### config.mk
export PLATFORM = sky130hd
export DESIGN_NAME = shutter_interlock_supervisor
export DESIGN_NICKNAME = d
export VERILOG_FILES = /design/src/hdl/shutter_pkg.sv /design/src/hdl/diff_out.sv /design/src/hdl/shutter_interlock_supervisor.sv /design/src/hdl/sync_bits.sv
export SDC_FILE = /design/constraint.sdc
export NUM_CORES = 1
export LEC_CHECK = 0
export BUFFER_PORTS_ARGS = -buffer_cell sky130_fd_sc_hd__buf_2
export CORE_MARGIN = 10
export CORE_UTILIZATION = 59
export CTS_BUF_LIST = sky130_fd_sc_hd__clkbuf_2
export DETAILED_ROUTE_END_ITERATION = 12
export GPL_TIMING_DRIVEN = 0
export PLACE_DENSITY_LB_ADDON = 0.3
export SKIP_LAST_GASP = 1
export SLEW_MARGIN = 20
export SYNTH_ARGS = -nofsm -noshare
export SYNTH_HDL_FRONTEND = slang
export SYNTH_SLANG_ARGS = --single-unit
### constraint.sdc
create_clock -name clk -period 4 [get_ports clk]
set_input_delay 0.4 -clock clk [delete_from_list [all_inputs] [get_ports clk]]
set_output_delay 0.4 -clock clk [all_outputs]
set_load 0.01 [all_outputs]
### src/hdl/shutter_pkg.sv
// Shared constants for the shutter and interlock supervisor
package shutter_pkg;
   // System clock rate in kHz
   localparam int CLK_KHZ            = 25000;
   // Default shutter travel allowance in milliseconds
   localparam int TRAVEL_MS          = 100;
   localparam int TRAVEL_CYCLES      = TRAVEL_MS * CLK_KHZ;
   // Default settle allowance after a close command before checking position
   localparam int CLOSE_CHECK_MS     = 200;
   localparam int CLOSE_CHECK_CYCLES = CLOSE_CHECK_MS * CLK_KHZ;
   // Reset value of the latched faults
   localparam logic FAULT_RESET      = 1'b0;
   // Width of the peripheral temperature report vector
   localparam int TEMP_SOURCES       = 4;

   typedef enum logic [1:0] {
      ST_CLOSED,
      ST_OPENING,
      ST_OPEN,
      ST_CLOSING
   } shutter_state_t;
endpackage

### src/hdl/diff_out.sv
// Registered true/complement pair for a differential status output
`timescale 1ns/1ps
`default_nettype none
module diff_out (
   input  wire logic clk,
   input  wire logic rstn,
   input  wire logic level,
   output var  logic outP,
   output var  logic outN
);
   always_ff @(posedge clk or negedge rstn)
   begin
      if (!rstn)
      begin
         outP <= 1'b0;
         outN <= 1'b1;
      end
      else
      begin
         outP <= level;
         outN <= ~level;
      end
   end
endmodule
`default_nettype wire

### src/hdl/shutter_interlock_supervisor.sv
// Shutter, interlock and latched fault supervisor
//
// What this block does
// RL1 - Closed status only when present and closed
// RL2 - Closed status off during latching faults
// RL3 - Open status only when present and open
// RL4 - Open status off during system faults
// RL5 - Command high opens, low closes shutter
// RL6 - Fault on transit exceeding travel time
// RL7 - Fault if closed commanded but not sensed
// RL8 - Shutter fault latches and shuts system down
// RL9 - Over-temperature when any sensor out of range
// RL10 - Over-temperature latches as system shutdown fault
// RL11 - Laser runs only with system loop closed
// RL12 - System loop overrides all other interlocks
// RL13 - Shutter moves only with shutter loop closed
// RL14 - Shutter loop never blocks laser operation
// RL15 - Host leaves shutter loop open without shutter
// RL16 - Run-permit flag derived from system loop
// RL17 - Status outputs active-high differential pairs
// RL18 - Open system loop kills modulation and simmer
// RL19 - Travel time is a cycle-count parameter
// RL20 - Latched faults hold until device reset
`timescale 1ns/1ps
`default_nettype none
module shutter_interlock_supervisor
   import shutter_pkg::*;
#(
   // Travel allowance
   // RL19 - configurable travel time
   parameter int TRAVEL_LIMIT = TRAVEL_CYCLES,
   parameter int CLOSE_LIMIT  = CLOSE_CHECK_CYCLES,
   parameter int NTEMP        = TEMP_SOURCES
) (
   input  wire logic             clk,
   input  wire logic             rstn,
   input  wire logic             shutterCmd,
   input  wire logic             sysLoopClosed,
   input  wire logic             shutterLoopClosed,
   input  wire logic             senseOpen,
   input  wire logic             senseClosed,
   input  wire logic [NTEMP-1:0] tempOutOfRange,
   output var  logic             driveOpen,
   output var  logic             driveClose,
   output var  logic             runPermit,
   output var  logic             modEnable,
   output var  logic             simmerEnable,
   output var  logic             closedStatP,
   output var  logic             closedStatN,
   output var  logic             openStatP,
   output var  logic             openStatN,
   output var  logic             shutterFaultP,
   output var  logic             shutterFaultN,
   output var  logic             overTempP,
   output var  logic             overTempN
);
   localparam int CW = $clog2(TRAVEL_LIMIT > CLOSE_LIMIT ? TRAVEL_LIMIT + 1 : CLOSE_LIMIT + 1);
   localparam int SW = NTEMP + 5;

   logic [SW-1:0]    syncIn;
   logic [SW-1:0]    syncOut;
   logic             cmdS;
   logic             sysLoopS;
   logic             shLoopS;
   logic             openS;
   logic             closedS;
   logic [NTEMP-1:0] tempS;

   assign syncIn = {tempOutOfRange, senseClosed, senseOpen, shutterLoopClosed, sysLoopClosed,
                    shutterCmd};

   // Every pin passes two flops before use
   sync_bits #(
      .WIDTH (SW)
   ) u_sync (
      .clk  (clk),
      .rstn (rstn),
      .din  (syncIn),
      .dout (syncOut)
   );

   assign cmdS     = syncOut[0];
   assign sysLoopS = syncOut[1];
   assign shLoopS  = syncOut[2];
   assign openS    = syncOut[3];
   assign closedS  = syncOut[4];
   assign tempS    = syncOut[SW-1:5];

   shutter_state_t state;
   shutter_state_t next_state;
   logic [CW-1:0]  travelCnt;
   logic [CW-1:0]  closeCnt;
   logic           shutterFault;
   logic           overTemp;

   // RL15 - open shutter loop means no shutter
   wire present = shLoopS;
   wire anyFault = shutterFault | overTemp;

   // RL12 - system loop overrides everything
   // RL16 - run permit from system loop
   // RL14 - shutter loop absent from permit
   wire permit = sysLoopS & ~anyFault;

   // RL13 - actuation needs shutter loop
   wire shutterEnabled = present & permit;

   // RL5 - command high opens
   wire wantOpen = shutterEnabled & cmdS;

   wire travelTimeout = (travelCnt >= CW'(TRAVEL_LIMIT));
   wire moving = (state == ST_OPENING) || (state == ST_CLOSING);

   // RL6 - transit timeout
   wire transitFault = present & moving & travelTimeout;

   // RL7 - close commanded but not closed after settle time
   wire closeFault = present & ~cmdS & ~closedS & (closeCnt >= CW'(CLOSE_LIMIT));

   // RL9 - any sensor out of range
   wire tempFault = |tempS;

   always_comb
   begin
      next_state = state;
      unique case (state)
         ST_CLOSED:
            if (wantOpen)
               next_state = ST_OPENING;
         ST_OPENING:
            if (!wantOpen)
               next_state = ST_CLOSING;
            else if (openS && !closedS)
               next_state = ST_OPEN;
         ST_OPEN:
            if (!wantOpen)
               next_state = ST_CLOSING;
         ST_CLOSING:
            if (wantOpen)
               next_state = ST_OPENING;
            else if (closedS && !openS)
               next_state = ST_CLOSED;
      endcase
   end

   always_ff @(posedge clk or negedge rstn)
   begin
      if (!rstn)
         state <= ST_CLOSED;
      else
         state <= next_state;
   end

   // Restart travel timing on every new transit
   wire newTransit = (next_state != state) &&
                     ((next_state == ST_OPENING) || (next_state == ST_CLOSING));

   always_ff @(posedge clk or negedge rstn)
   begin
      if (!rstn)
         travelCnt <= '0;
      else if (newTransit || !moving)
         travelCnt <= '0;
      else if (!travelTimeout)
         travelCnt <= travelCnt + CW'(1);
   end

   // Closed check counts while close is commanded and position is not closed
   always_ff @(posedge clk or negedge rstn)
   begin
      if (!rstn)
         closeCnt <= '0;
      else if (!present || cmdS || closedS)
         closeCnt <= '0;
      else if (closeCnt < CW'(CLOSE_LIMIT))
         closeCnt <= closeCnt + CW'(1);
   end

   // RL8 - latch shutter fault
   // RL20 - cleared only by reset
   // RL10 - latch over-temperature
   always_ff @(posedge clk or negedge rstn)
   begin
      if (!rstn)
      begin
         shutterFault <= FAULT_RESET;
         overTemp     <= FAULT_RESET;
      end
      else
      begin
         if (transitFault || closeFault)
            shutterFault <= 1'b1;
         if (tempFault)
            overTemp <= 1'b1;
      end
   end

   // A disabled shutter with its shutter loop closed is driven closed so a fault leaves the beam blocked
   wire next_driveOpen = (next_state == ST_OPENING) || (next_state == ST_OPEN);

   // RL11 - laser runs only with loop closed
   // RL18 - loop open kills modulation and simmer
   always_ff @(posedge clk or negedge rstn)
   begin
      if (!rstn)
      begin
         driveOpen    <= 1'b0;
         driveClose   <= 1'b0;
         runPermit    <= 1'b0;
         modEnable    <= 1'b0;
         simmerEnable <= 1'b0;
      end
      else
      begin
         driveOpen    <= next_driveOpen;
         driveClose   <= present & ~next_driveOpen;
         runPermit    <= permit;
         modEnable    <= permit;
         simmerEnable <= permit;
      end
   end

   // RL1 - closed status when present and closed
   // RL2 - suppressed during latching faults
   wire closedLevel = present & closedS & ~openS & ~anyFault;
   // RL3 - open status when present and open
   // RL4 - suppressed during system faults
   wire openLevel = present & openS & ~closedS & ~anyFault;

   // RL17 - differential active-high outputs
   diff_out u_closed (
      .clk   (clk),
      .rstn  (rstn),
      .level (closedLevel),
      .outP  (closedStatP),
      .outN  (closedStatN)
   );

   diff_out u_open (
      .clk   (clk),
      .rstn  (rstn),
      .level (openLevel),
      .outP  (openStatP),
      .outN  (openStatN)
   );

   diff_out u_sfault (
      .clk   (clk),
      .rstn  (rstn),
      .level (shutterFault),
      .outP  (shutterFaultP),
      .outN  (shutterFaultN)
   );

   diff_out u_otemp (
      .clk   (clk),
      .rstn  (rstn),
      .level (overTemp),
      .outP  (overTempP),
      .outN  (overTempN)
   );
endmodule
`default_nettype wire

### src/hdl/sync_bits.sv
// Two-flop synchroniser for a vector of asynchronous levels
`timescale 1ns/1ps
`default_nettype none
module sync_bits #(
   parameter int WIDTH = 1
) (
   input  wire logic             clk,
   input  wire logic             rstn,
   input  wire logic [WIDTH-1:0] din,
   output var  logic [WIDTH-1:0] dout
);
   logic [WIDTH-1:0] stage;

   always_ff @(posedge clk or negedge rstn)
   begin
      if (!rstn)
      begin
         stage <= '0;
         dout  <= '0;
      end
      else
      begin
         stage <= din;
         dout  <= stage;
      end
   end
endmodule
`default_nettype wire

After elaboration in Yosys (flattened, before gate mapping)
Cells that the tools add are included.
{ "op_classes": {"addsub": 2, "order_cmp": 3, "eq_ne": 8, "muxes": 11, "bitwise": 25, "reduce_logical": 17} }
{ "op_table": {"columns": ["operator", "n"], "rows": [
  ["$mux W23", 4],
  ["$add A23 B1 Y23 const B", 2],
  ["$ge A23 B22 Y1 const B", 1],
  ["$ge A23 B23 Y1 const B", 1],
  ["$lt A23 B23 Y1 const B", 1],
  ["$and A1 B1 Y1", 15],
  ["$mux W2", 6],
  ["$not A1 Y1", 9],
  ["$eq A2 B2 Y1 const B", 4],
  ["$pmux W2 S4", 1],
  ["$logic_or A1 B1 Y1", 7],
  ["$eq A2 B1 Y1 const B", 2],
  ["$logic_not A1 Y1", 4],
  ["$reduce_or A4 Y1", 1],
  ["$logic_and A1 B1 Y1", 3],
  ["$logic_not A2 Y1", 1],
  ["$ne A2 B1 Y1 const B", 1],
  ["$ne A2 B2 Y1", 1],
  ["$reduce_bool A2 Y1", 1],
  ["$or A1 B1 Y1", 1]
]} }
{ "word_totals": {"ff_bits": 79, "in_bits": 11, "output_inout_bits": 13, "elab_cells": 84} }

Depth between registers and ports, before layout
Gate-level depths: netlist of run 1.
{ "logic_depth": {"ltp_word": 12, "depth_mapped": 7, "ltp_nobuf": 6} }

Hierarchy
From an unflattened synthesis of run 1, not the netlist that was laid out.
{ "hier_totals": {"cells_unflattened": 359, "hier_area_um2": 3594.7} }
{ "by_module_without_submodules": {"columns": ["mod", "instances", "cells_each", "area_each_um2", "seq_area_each_um2"], "rows": [
  ["shutter_interlock_supervisor", 1, 329, 2924.1, 1326.3],
  ["sync_bits", 1, 18, 450.4, 450.4],
  ["diff_out", 4, 3, 55.1, 51.3]
]} }

Least setup slack after synthesis of run 1
OpenSTA, ideal clock, no wires.
{ "synth_timing": {"path_type": "register to register", "from": "reg closeCnt[20]", "to": "reg closeCnt[22]", "setup_ns": 0.119, "arrival_time_ns": 1.938, "required_ns": 3.881, "path_slack_ns": 1.943, "stages_incl_launch_ff": 8, "path_buffers": 2, "period_less_slack_ns": 2.057, "path_cell_list": "dfrtp_1 or4b_2 o211ai_1 a21o_4 buf_6 buf_6 nor3_1 o21a_1"} }
{ "synth_between": {"elab_chain_len": 3, "word_cells_on_any_way": 5, "cone_classes": "add/sub: 1; order compare: 1; mux: 2; reduce/logical: 1"} }
{ "synth_rtl": {"columns": ["element", "line", "rtl"], "rows": [
  ["start: declaration", "shutter_interlock_supervisor.sv:92", "logic [CW-1:0] closeCnt;"],
  ["start signal: assignment", "shutter_interlock_supervisor.sv:176", "closeCnt <= closeCnt + CW'(1);"],
  ["$add A23 B1 Y23", "shutter_interlock_supervisor.sv:176", null],
  ["$mux W23", "shutter_interlock_supervisor.sv:175", "else if (closeCnt < CW'(CLOSE_LIMIT))"],
  ["$mux W23", "shutter_interlock_supervisor.sv:173", "else if (!present || cmdS || closedS)"]
]} }
Several ways; a longest one is shown, not always the timed one. The select of a mux whose other input is x is not followed.
A chain may end at the register's enable or synchronous reset.

Worst setup path in the final report of run 1
{ "layout_timing": {"from": "reg travelCnt[15]", "to": "reg travelCnt[9]"} }
{ "layout_between": {"elab_chain_len": 2} }
{ "layout_rtl": {"columns": ["element", "line", "rtl"], "rows": [
  ["start: declaration", "shutter_interlock_supervisor.sv:91", "logic [CW-1:0] travelCnt;"],
  ["start signal: assignment", "shutter_interlock_supervisor.sv:165", "travelCnt <= travelCnt + CW'(1);"],
  ["$ge A23 B22 Y1", "shutter_interlock_supervisor.sv:111", "wire travelTimeout = (travelCnt >= CW'(TRAVEL_LIMIT));"],
  ["$ne A2 B1 Y1 (no source line)", null, null]
]} }
Every way passes these cells.

==> impl_results.md, run 1 <==
* Buf+Inv Stages, Crit Path at 0
* Worst Reg-to-Reg Cells at 5
* Clk_skew at 0.04793 ns
* Synthesis Warnings at 0
* R2r setup slk at 1.60 ns
* Peak VDD IR at 0.2739 mV
* Worst EP arrival at 2.82 ns
* Leak at 1.751 nW
* Port buffer count at 23
* Vias in the first global route at 2876
* Initial drt markers at 256
* R2R Path End: travelCnt[9]$_DFFE_PN0P_
* Max cap viols at 0
* Vias at 2977
* Core ar. at 0.005956 mm²
* Drt total wl at 7.958 mm
* Root Buffer: clkbuf_2
* Post-Syn Area at 0.003660 mm²
* Post-synth cell types at 50
* Largest net degree at the start of global routing at 48
* Pwr Density at 361.3 mW/mm²
* Crit path required time at 4.42 ns
* Commonest non-fill, non-tap cells in the layout: dfrtp_1, nand2_1, a21oi_1, buf_2
* Area added between synthesis and finish at 12.65%
* Setup TNS at 0 ns
* Htree depth at 3
* CP max stage cell: or4_1
* RSZ-0062 raised after global routing: false
* Number of synthesized flops with an enable pin at 0
* Share of cells above drive strength 1 at 0.1443
* Initial antenna violation count at 1
* Min Clock Period, post-route at 2.396 ns
* CP top delay family: simple AND/OR/NAND/NOR gates
* Die Ht at 98.76 µm
* Gate count of the mapped netlist at 359
* Number of vias per cell at 6.138
* CP Capture Type: register
* Routed Antenna Nets at 0
* Sequential area share after synthesis at 0.5415
* CTS Buf Count at 9
* Clock Latency Late Sink at 0.53 ns
* Critical path depth at 5
* CTS clk-pin slew, worst paths at 0.26 ns
* Layout fillers at 419
* Die Wd at 98.76 µm
* Worst Setup Start Kind: register
* GPL Wtd Cong at 0.8411
* CP cell instances: or3_1 -> a211oi_2 -> o21ai_1 -> or4_1 -> a21oi_1
* Max-slew violation count at 0
* Worst-margin pin slew at 0.8317 ns
* Row count at 28
* Post-DP HPWL at 5.123 mm
* Clk sinks at 79
* Path type of the worst min-delay path: in -> async
* Layout Nets at 419
* Setup CP Type: reg -> reg
* DRC at 0
* RR Startpoint: travelCnt[15]$_DFFE_PN0P_
* Max stage delay on crit path at 0.58 ns
* Crit-path max FO at 10
* # setup viols final at 0
* Fmax at 417.4 MHz
* Fin. Hold Viols at 0
* Initial Util at 0.6145
* Final core occ at 0.6922
* Ys async rst share at 1.000
* Syn Nets at 374
* GRT Util Overall at 0.1648
* Commonest non-fill, non-tap cell in the layout: dfrtp_1
* Final period utilization at 0.5989
* WL/cell at 16.41 µm
* # Post-CTS Setup Buffers at 0
* Syn avg cell area at 10.19 µm²
* Die Area at 0.009754 mm²
* Max_slew headroom at 0.4404
* Top_reg_cell synth: dfrtp_1
* Grt ovf at 0
* First-pass GRT wire length at 13.46 mm
* I/O Pins at 24
* Status: complete, no violations
* CTS tree: yes
* Clock Path Buffers at 2
* Synthesized flop and latch total at 79
* Drt first pass iters at 5
-- kinds of logic after synthesis --
kind of cell / count (synthesis) / share of synthesized area
adder cells (fa/ha/maj): 4 / 0.01368
AO/OA/AOI/OAI: 95 / 0.1692
multiplexers: 2 / 0.005470
AND/OR/NAND/NOR: 144 / 0.2236
buffers and inverters: 32 / 0.03931
flip-flops: 79 / 0.5415
XOR/XNOR: 3 / 0.007181
-- flip-flops by register name, summed over array words and instances (netlist names), 2 cells and up --
signal and cells:
u_sync.dout 9, closeCnt 23, u_sync.stage 9, travelCnt 23, state 2
-- worst reg2reg max path, cell delays in order (launching register included) --
cell      delay (ns)
dfrtp_1         0.47
or3_1           0.45
a211oi_2        0.31
o21ai_1         0.31
or4_1           0.58
a21oi_1         0.17
-- synth_stat cells (8+ instances only) --
| cell type | number | area (µm²) |
|---|---|---|
| clkbuf_1 | 11 | 41.29 |
| a21oi_1 | 31 | 155.2 |
| nor2_1 | 11 | 41.29 |
| o21ai_0 | 18 | 90.09 |
| o31ai_1 | 14 | 105.1 |
| o211ai_1 | 8 | 60.06 |
| dfrtp_1 | 75 | 1877 |
| or4_1 | 19 | 142.6 |
| o21a_1 | 9 | 67.56 |
| nand3_1 | 19 | 95.09 |
| nand4_1 | 10 | 62.56 |
| inv_1 | 15 | 56.30 |
| nand2_1 | 34 | 127.6 |
| or3_1 | 14 | 87.58 |
-- through the flow --
step           instances  power [mW]  area, µm²  setup slack (ns)  hold WS, ns
3_5_place_dp         458       1.033       3899             1.690       0.3347
3_3_place_gp         457       1.022       3869             1.682       0.3327
4_1_cts              484       1.486       4120             1.656       0.3088
2_1_floorplan        359      0.9672       3660             1.943       0.1044
5_1_grt              485       1.555       4123             1.448       0.2895
6_report             485       1.490       4123             1.604       0.3012
-- worst max path at each step --
stage	start	end	slack [ns]
final	travelCnt[15]$_DFFE_PN0P_	travelCnt[9]$_DFFE_PN0P_	1.60
after floorplan	closeCnt[20]$_DFFE_PN0P_	closeCnt[22]$_DFFE_PN0P_	1.94
after global routing	shutterFault$_DFFE_PN0P_	travelCnt[9]$_DFFE_PN0P_	1.45
after CTS	travelCnt[15]$_DFFE_PN0P_	travelCnt[9]$_DFFE_PN0P_	1.66
after global placement	travelCnt[15]$_DFFE_PN0P_	shutterFault$_DFFE_PN0P_	1.68
after detailed placement	travelCnt[15]$_DFFE_PN0P_	shutterFault$_DFFE_PN0P_	1.69
-- cell type report --
cell class              count  area (µm²)  area share
diodes                      1       2.502   0.0006070
plain buffers              17       87.58     0.02124
clock buffers               9       45.04     0.01093
clock inverters             7       76.32     0.01851
inverters                  15       56.30     0.01366
multi-input cells         248        1534      0.3721
flip-flops and latches     79        1982      0.4807
well taps                  75       93.84     0.02276
repair buffers             34       245.2     0.05948
-- routing by layer --
layer	part of all wire	global-route usage	wire length, µm
met1	0.45	0.2092	3596
met2	0.48	0.2595	3801
met3	0.057	0.04679	450
met4	0.014	0.06395	108
met5	0	0	0
-- power breakdown --
group	switching, mW	leakage [nW]	internal, mW
registers	0.0192	1.03	0.829
logic	0.129	0.647	0.0542
clock network	0.304	0.0766	0.153
-- timing repair --
item / in CTS / in global routing
endpoints found under the hold margin: 38 / 0
gates resized for setup: 0 / 0
hold buffers: 10 / 0
Power figures use the tool's default switching activity.
==> run 2, diff against run 1 <==
--- a/config.mk
+++ b/config.mk
@@ -5,6 +5,7 @@
 export SDC_FILE = /design/constraint.sdc
 export NUM_CORES = 1
 export LEC_CHECK = 0
+export ABC_AREA = 1
 export BUFFER_PORTS_ARGS = -buffer_cell sky130_fd_sc_hd__buf_2
 export CORE_MARGIN = 10
 export CORE_UTILIZATION = 59
==> constraint.sdc (replaced) <==
create_clock -name clk -period 2.35 [get_ports clk]
set_input_delay 0.235 -clock clk [delete_from_list [all_inputs] [get_ports clk]]
set_output_delay 0.235 -clock clk [all_outputs]
set_load 0.01 [all_outputs]
==> impl_results.md, run 2 <==
* Status: complete, no violations
* I/O Pins at 24
* Drt first pass iters at 6
* Largest net degree at the start of global routing at 63
* CP Capture Type: register
* Crit-path most repeated cell: nand2_1
* Ys async rst share at 1.000
* Leak at 2.452 nW
* CTS Buf Count at 9
* Post-Layout Cell Count at 748
* # Post-CTS Setup Buffers at 0
* Die Ht at 107.5 µm
* DP Worst Slack at 0.4804 ns
* Initial Util at 0.6136
* Setup TNS at 0 ns
* Fmax at 493.8 MHz
* Sequential area share after synthesis at 0.4383
* Grt ovf at 0
* Min Clock Period, post-route at 2.025 ns
* # setup viols final at 0
* Area added between synthesis and finish at 11.57%
* Initial drt markers at 245
* Area contributors post-synth: dfrtp_1, nand2_1, nand3_1, nor2_1, nand4_1
* Synthesis Warnings at 0
* Max_slew headroom at 0.6183
* Die Wd at 107.5 µm
* Peak VDD IR at 0.4978 mV
* Port buffer count at 23
* Syn Nets at 614
* Routed Antenna Nets at 0
* Worst-margin pin slew at 0.5705 ns
* Drt total wl at 10.49 mm
* Post-cts hold buffer count at 10
* Worst Setup Start Kind: register
* Biggest regs: closeCnt (23), travelCnt (23)
* Syn avg cell area at 7.549 µm²
* Cells after DPL at 722
* Initial antenna violation count at 0
* GPL Wtd Cong at 0.9055
* Path type of the worst min-delay path: in -> async
* Synthesized flop and latch total at 79
* Post-synth cell types at 31
* Ant. Diodes at 0
* Core ar. at 0.007370 mm²
* Post-synth top cells: nand2_1, nor2_1, dfrtp_1
* Buf+Inv Stages, Crit Path at 1
* Pwr Density at 608.8 mW/mm²
* Synth area leader: dfrtp_1
* CTS tree: yes
* Final period utilization at 0.8617
* Share of cells above drive strength 1 at 0.1294
* Gate count of the mapped netlist at 599
* Commonest non-fill, non-tap cell in the layout: nand2_1
* Crit path required time at 2.83 ns
* Number of synthesized flops with an enable pin at 0
* Fin. Hold Viols at 0
* Layout Nets at 659
* Worst EP arrival at 2.50 ns
* CP max stage cell: dfrtp_1
* Share of the synthesized area in the top cell type at 0.4151
* Vias at 3994
* Worst Reg-to-Reg Cells at 9
* Clk_skew at 0.06210 ns
* Post-DP HPWL at 7.399 mm
* CP top delay family: simple AND/OR/NAND/NOR gates
* R2r setup slk at 0.33 ns
* Clk sinks at 79
* Clock Path Buffers at 2
* Post_cts resized at 0
* Setup CP Type: reg -> reg
* Max cap viols at 0
* Top_reg_cell synth: dfrtp_1
* WL/cell at 14.02 µm
* Final worst slack at 0.3251 ns
* CP cell instances: ha_1 -> nand3_1 -> nor2_1 -> nand3_1 -> nand2_1 -> nand2_1 -> inv_1 -> nand4_1 -> nand2_1
* RSZ-0062 raised after global routing: false
* Crit-path max FO at 8
* Vias in the first global route at 3912
* Max stage delay on crit path at 0.60 ns
* DRC at 0
* Die Area at 0.01157 mm²
* First-pass GRT wire length at 17.95 mm
* Root Buffer: clkbuf_2
* Row count at 31
* Most frequent cell after synthesis: nand2_1
* Number of vias per cell at 5.340
* CTS clk-pin slew, worst paths at 0.29 ns
* GRT Util Overall at 0.1905
* Commonest non-fill, non-tap cells in the layout: nand2_1, nor2_1, dfrtp_1, nand3_1, inv_1
* RR Startpoint: travelCnt[0]$_DFFE_PN0P_
* Clock Latency Late Sink at 0.58 ns
* Htree depth at 3
* R2R Path End: travelCnt[14]$_DFFE_PN0P_
* Max-slew violation count at 0
* Post-Syn Area at 0.004522 mm²
[run 2: cell count changes in the layout (fill, tap and decap cells not counted), moves of 15 or more]
cell | before | now
a21oi_1 | 31 | 8
inv_1 | 15 | 62
nand2_1 | 34 | 176
nand3_1 | 19 | 71
nand4_1 | 10 | 38
nor2_1 | 11 | 82
o21ai_0 | 18 | 3
or4_1 | 19 | 0
xor2_1 | 1 | 17
[run 2: how the worst max path moves through the flow]
stage	start	end	slack (ns)	cells after the start
6_report	travelCnt[0]$_DFFE_PN0P_	travelCnt[14]$_DFFE_PN0P_	0.33	9
5_1_grt	travelCnt[0]$_DFFE_PN0P_	travelCnt[14]$_DFFE_PN0P_	0.20	9
4_1_cts	travelCnt[0]$_DFFE_PN0P_	travelCnt[14]$_DFFE_PN0P_	0.37	9
3_5_place_dp	closeCnt[0]$_DFFE_PN0P_	closeCnt[12]$_DFFE_PN0P_	0.48	8
3_3_place_gp	travelCnt[0]$_DFFE_PN0P_	travelCnt[14]$_DFFE_PN0P_	0.49	9
2_1_floorplan	closeCnt[0]$_DFFE_PN0P_	closeCnt[14]$_DFFE_PN0P_	0.85	8
[run 2: logic make-up after synthesis]
family                     after synthesis  share of synthesized area
and+or+nand+nor                        391                     0.3890
buffers and inverters                   85                    0.09048
DFF                                     79                     0.4383
xor gates and xnor gates                27                    0.05534
AOI/OAI and AO/OA                       13                    0.01577
adders and majority gates                4                    0.01107
[run 2: power breakdown]
group          internal [mW]  total [mW]  leakage [nW]  switching (mW)
clock                  0.377       0.919        0.0909           0.542
sequential              1.41        1.47          1.03          0.0583
combinational          0.259       0.682          1.33           0.423
[run 2: final cells by class]
class | count | area (µm²)
Inverter | 65 | 244.0
Fill cell | 610 | 2325
Clock inverter | 7 | 108.9
Sequential cell | 79 | 1982
Timing Repair Buffer | 34 | 245.2
Tap cell | 99 | 123.9
Clock buffer | 9 | 45.04
Buffer | 20 | 165.2
Multi-Input combinational cell | 435 | 2131
[run 2: through the flow]
stage               power [mW]  utilization  hold WS [ns]  area, µm²
floorplan                1.970            -      -0.06059       4522
global placement         2.132       0.6460        0.3321       4761
detailed placement       2.158       0.6501        0.1290       4791
CTS                      3.079       0.6846      0.002684       5045
global route             3.214       0.6846       0.02365       5045
finish                   3.071       0.6846       0.01476       5045
[run 2: routing by layer]
metal / wire, µm / global-route usage
met1: 4375 / 0.2243
met2: 5347 / 0.3339
met3: 533 / 0.03353
met4: 229 / 0.07824
met5: 0 / 0
==> run 3, diff against run 2 <==
==> constraint.sdc (replaced) <==
create_clock -name clk -period 2.35 [get_ports clk]
set_input_delay 0.1175 -clock clk [delete_from_list [all_inputs] [get_ports clk]]
set_output_delay 0.1175 -clock clk [all_outputs]
set_load 0.01 [all_outputs]
==> impl_results.md, run 3 (synthesis gave the netlist of run 2 again) <==
* CP max stage cell: dfrtp_1
* Post-DP Area at 0.004791 mm²
* P_sw at 1.024 mW
* I/O Pins at 24
* DP Worst Slack at 0.4804 ns
* Worst EP arrival at 2.51 ns
* CTS tree: yes
* Drt total wl at 10.53 mm
* Worst Setup Start Kind: register
* Setup CP Type: reg -> reg
* Crit path required time at 2.83 ns
* Die Wd at 107.5 µm
* Crit-path max FO at 8
* Internal at 2.050 mW
* Initial drt markers at 292
* First-pass GRT wire length at 18.02 mm
* Fin. Hold Viols at 0
* Final worst slack at 0.3222 ns
* Grt ovf at 0
* Max-slew violation count at 0
* Pwr Density at 608.0 mW/mm²
* CP cell instances: ha_1 -> nand3_1 -> nor2_1 -> nand3_1 -> nand2_1 -> nand2_1 -> inv_1 -> nand4_1 -> nand2_1
* Die Ht at 107.5 µm
* Commonest non-fill, non-tap cell in the layout: nand2_1
* Area of the multi-input gates at 0.002131 mm²
* RSZ-0062 raised after global routing: false
* GPL Wtd Cong at 0.9055
* Root Buffer: clkbuf_2
* Routed Antenna Nets at 0
* Clk pwr share at 0.298
* GRT Util Overall at 0.1913
* Min Clock Period, post-route at 2.028 ns
* WL/cell at 14.05 µm
* Hold_ws at 0.02734 ns
* Max cap viols at 0
* Clock Path Buffers at 2
* Crit-path most repeated cell: nand2_1
* Max stage delay on crit path at 0.60 ns
* Sequential Power Share at 0.478
* Clk_skew at 0.06172 ns
* Biggest regs: closeCnt (23), travelCnt (23)
* Die Area at 0.01157 mm²
* Share of cells above drive strength 1 at 0.1292
* Post-cts hold buffer count at 11
* Post-DP HPWL at 7.399 mm
* Leak at 2.456 nW
* Commonest non-fill, non-tap cells in the layout: nand2_1, nor2_1, dfrtp_1, nand3_1, inv_1
* Sequential cell area at 0.001982 mm²
* Status: complete, no violations
* Htree depth at 3
* Vias in the first global route at 3916
* CP Capture Type: register
* DRC at 0
* Initial antenna violation count at 0
* Ant. Diodes at 0
* Drt first pass iters at 6
* CP top delay family: simple AND/OR/NAND/NOR gates
* Max_slew headroom at 0.4436
* # Post-CTS Setup Buffers at 0
* Comb pwr share at 0.224
* Final period utilization at 0.8629
* Largest net degree at the start of global routing at 63
* Clock Latency Late Sink at 0.58 ns
* Clk sinks at 79
* Layout Nets at 660
* Setup TNS at 0 ns
* Vias at 4011
* Peak VDD IR at 0.4978 mV
* CTS clk-pin slew, worst paths at 0.29 ns
* Net Sw Frac at 0.3332
* Post_cts resized at 0
* Cells after DPL at 722
* Path type of the worst min-delay path: in -> async
* Number of vias per cell at 5.355
* Buf+Inv Stages, Crit Path at 1
* Fmax at 493.2 MHz
* Layout fillers at 609
* Worst Reg-to-Reg Cells at 9
* Critical path depth at 9
* Area added between synthesis and finish at 11.79%
* CTS Buf Count at 9
* Post-Layout Cell Count at 749
* # setup viols final at 0
* Core ar. at 0.007370 mm²
* Initial Util at 0.6136
* Final core occ at 0.6859
* Row count at 31
* PnR Total Power at 3.074 mW
* Worst-margin pin slew at 0.8319 ns
* Layout Cell Area excl Fill at 0.005055 mm²
* Port buffer count at 23
[run 3: cell count changes in the layout (fill, tap and decap cells not counted), sizes merged]
cell / delta
dlygate4sd3: +1
[run 3: area by class of cell]
cell class,count,share of cell area
multi-input cells,435,0.4215
inverters,65,0.04827
flip-flops and latches,79,0.3921
repair buffers,35,0.05050
plain buffers,20,0.03267
well taps,99,0.02450
clock buffers,9,0.008911
clock inverters,7,0.02153
[run 3: metal layers]
layer	part of all wire	global-route usage	up-vias
met4	0.022	0.07824	0
met5	0	0	-
met1	0.42	0.2265	1860
met2	0.50	0.3339	124
li1	-	-	2006
met3	0.055	0.03353	21
[run 3: power by group through the flow]
stage / registers (mW) / logic [mW] / clock network [mW]
final: 1.47 / 0.688 / 0.915
after global routing: 1.48 / 0.748 / 0.988
after CTS: 1.47 / 0.680 / 0.932
after detailed placement: 1.49 / 0.664 / 0
after global placement: 1.49 / 0.643 / 0
after floorplan: 1.48 / 0.493 / 0
[run 3: worst register-to-register path, stage by stage (launching register included)]
cell     delay [ns]
dfrtp_1        0.60
ha_1           0.38
nand3_1        0.23
nor2_1         0.26
nand3_1        0.10
nand2_1        0.07
nand2_1        0.05
inv_1          0.05
nand4_1        0.10
nand2_1        0.10
[run 3: path summary, 6_finish.rpt]
path | startpoint | to | slack (ns)
worst max register to register | travelCnt[0]$_DFFE_PN0P_ | travelCnt[14]$_DFFE_PN0P_ | 0.32
min in group clk | sysLoopClosed | u_sync.stage[1]$_DFF_PN0_ | 0.18
max in group asynchronous | rstn | travelCnt[2]$_DFFE_PN0P_ | 1.08
worst max-delay path | travelCnt[0]$_DFFE_PN0P_ | travelCnt[14]$_DFFE_PN0P_ | 0.32
worst min register to register | u_sync.stage[3]$_DFF_PN0_ | u_sync.dout[3]$_DFF_PN0_ | 0.39
worst min-delay path | rstn | driveOpen$_DFF_PN0_ | 0.03
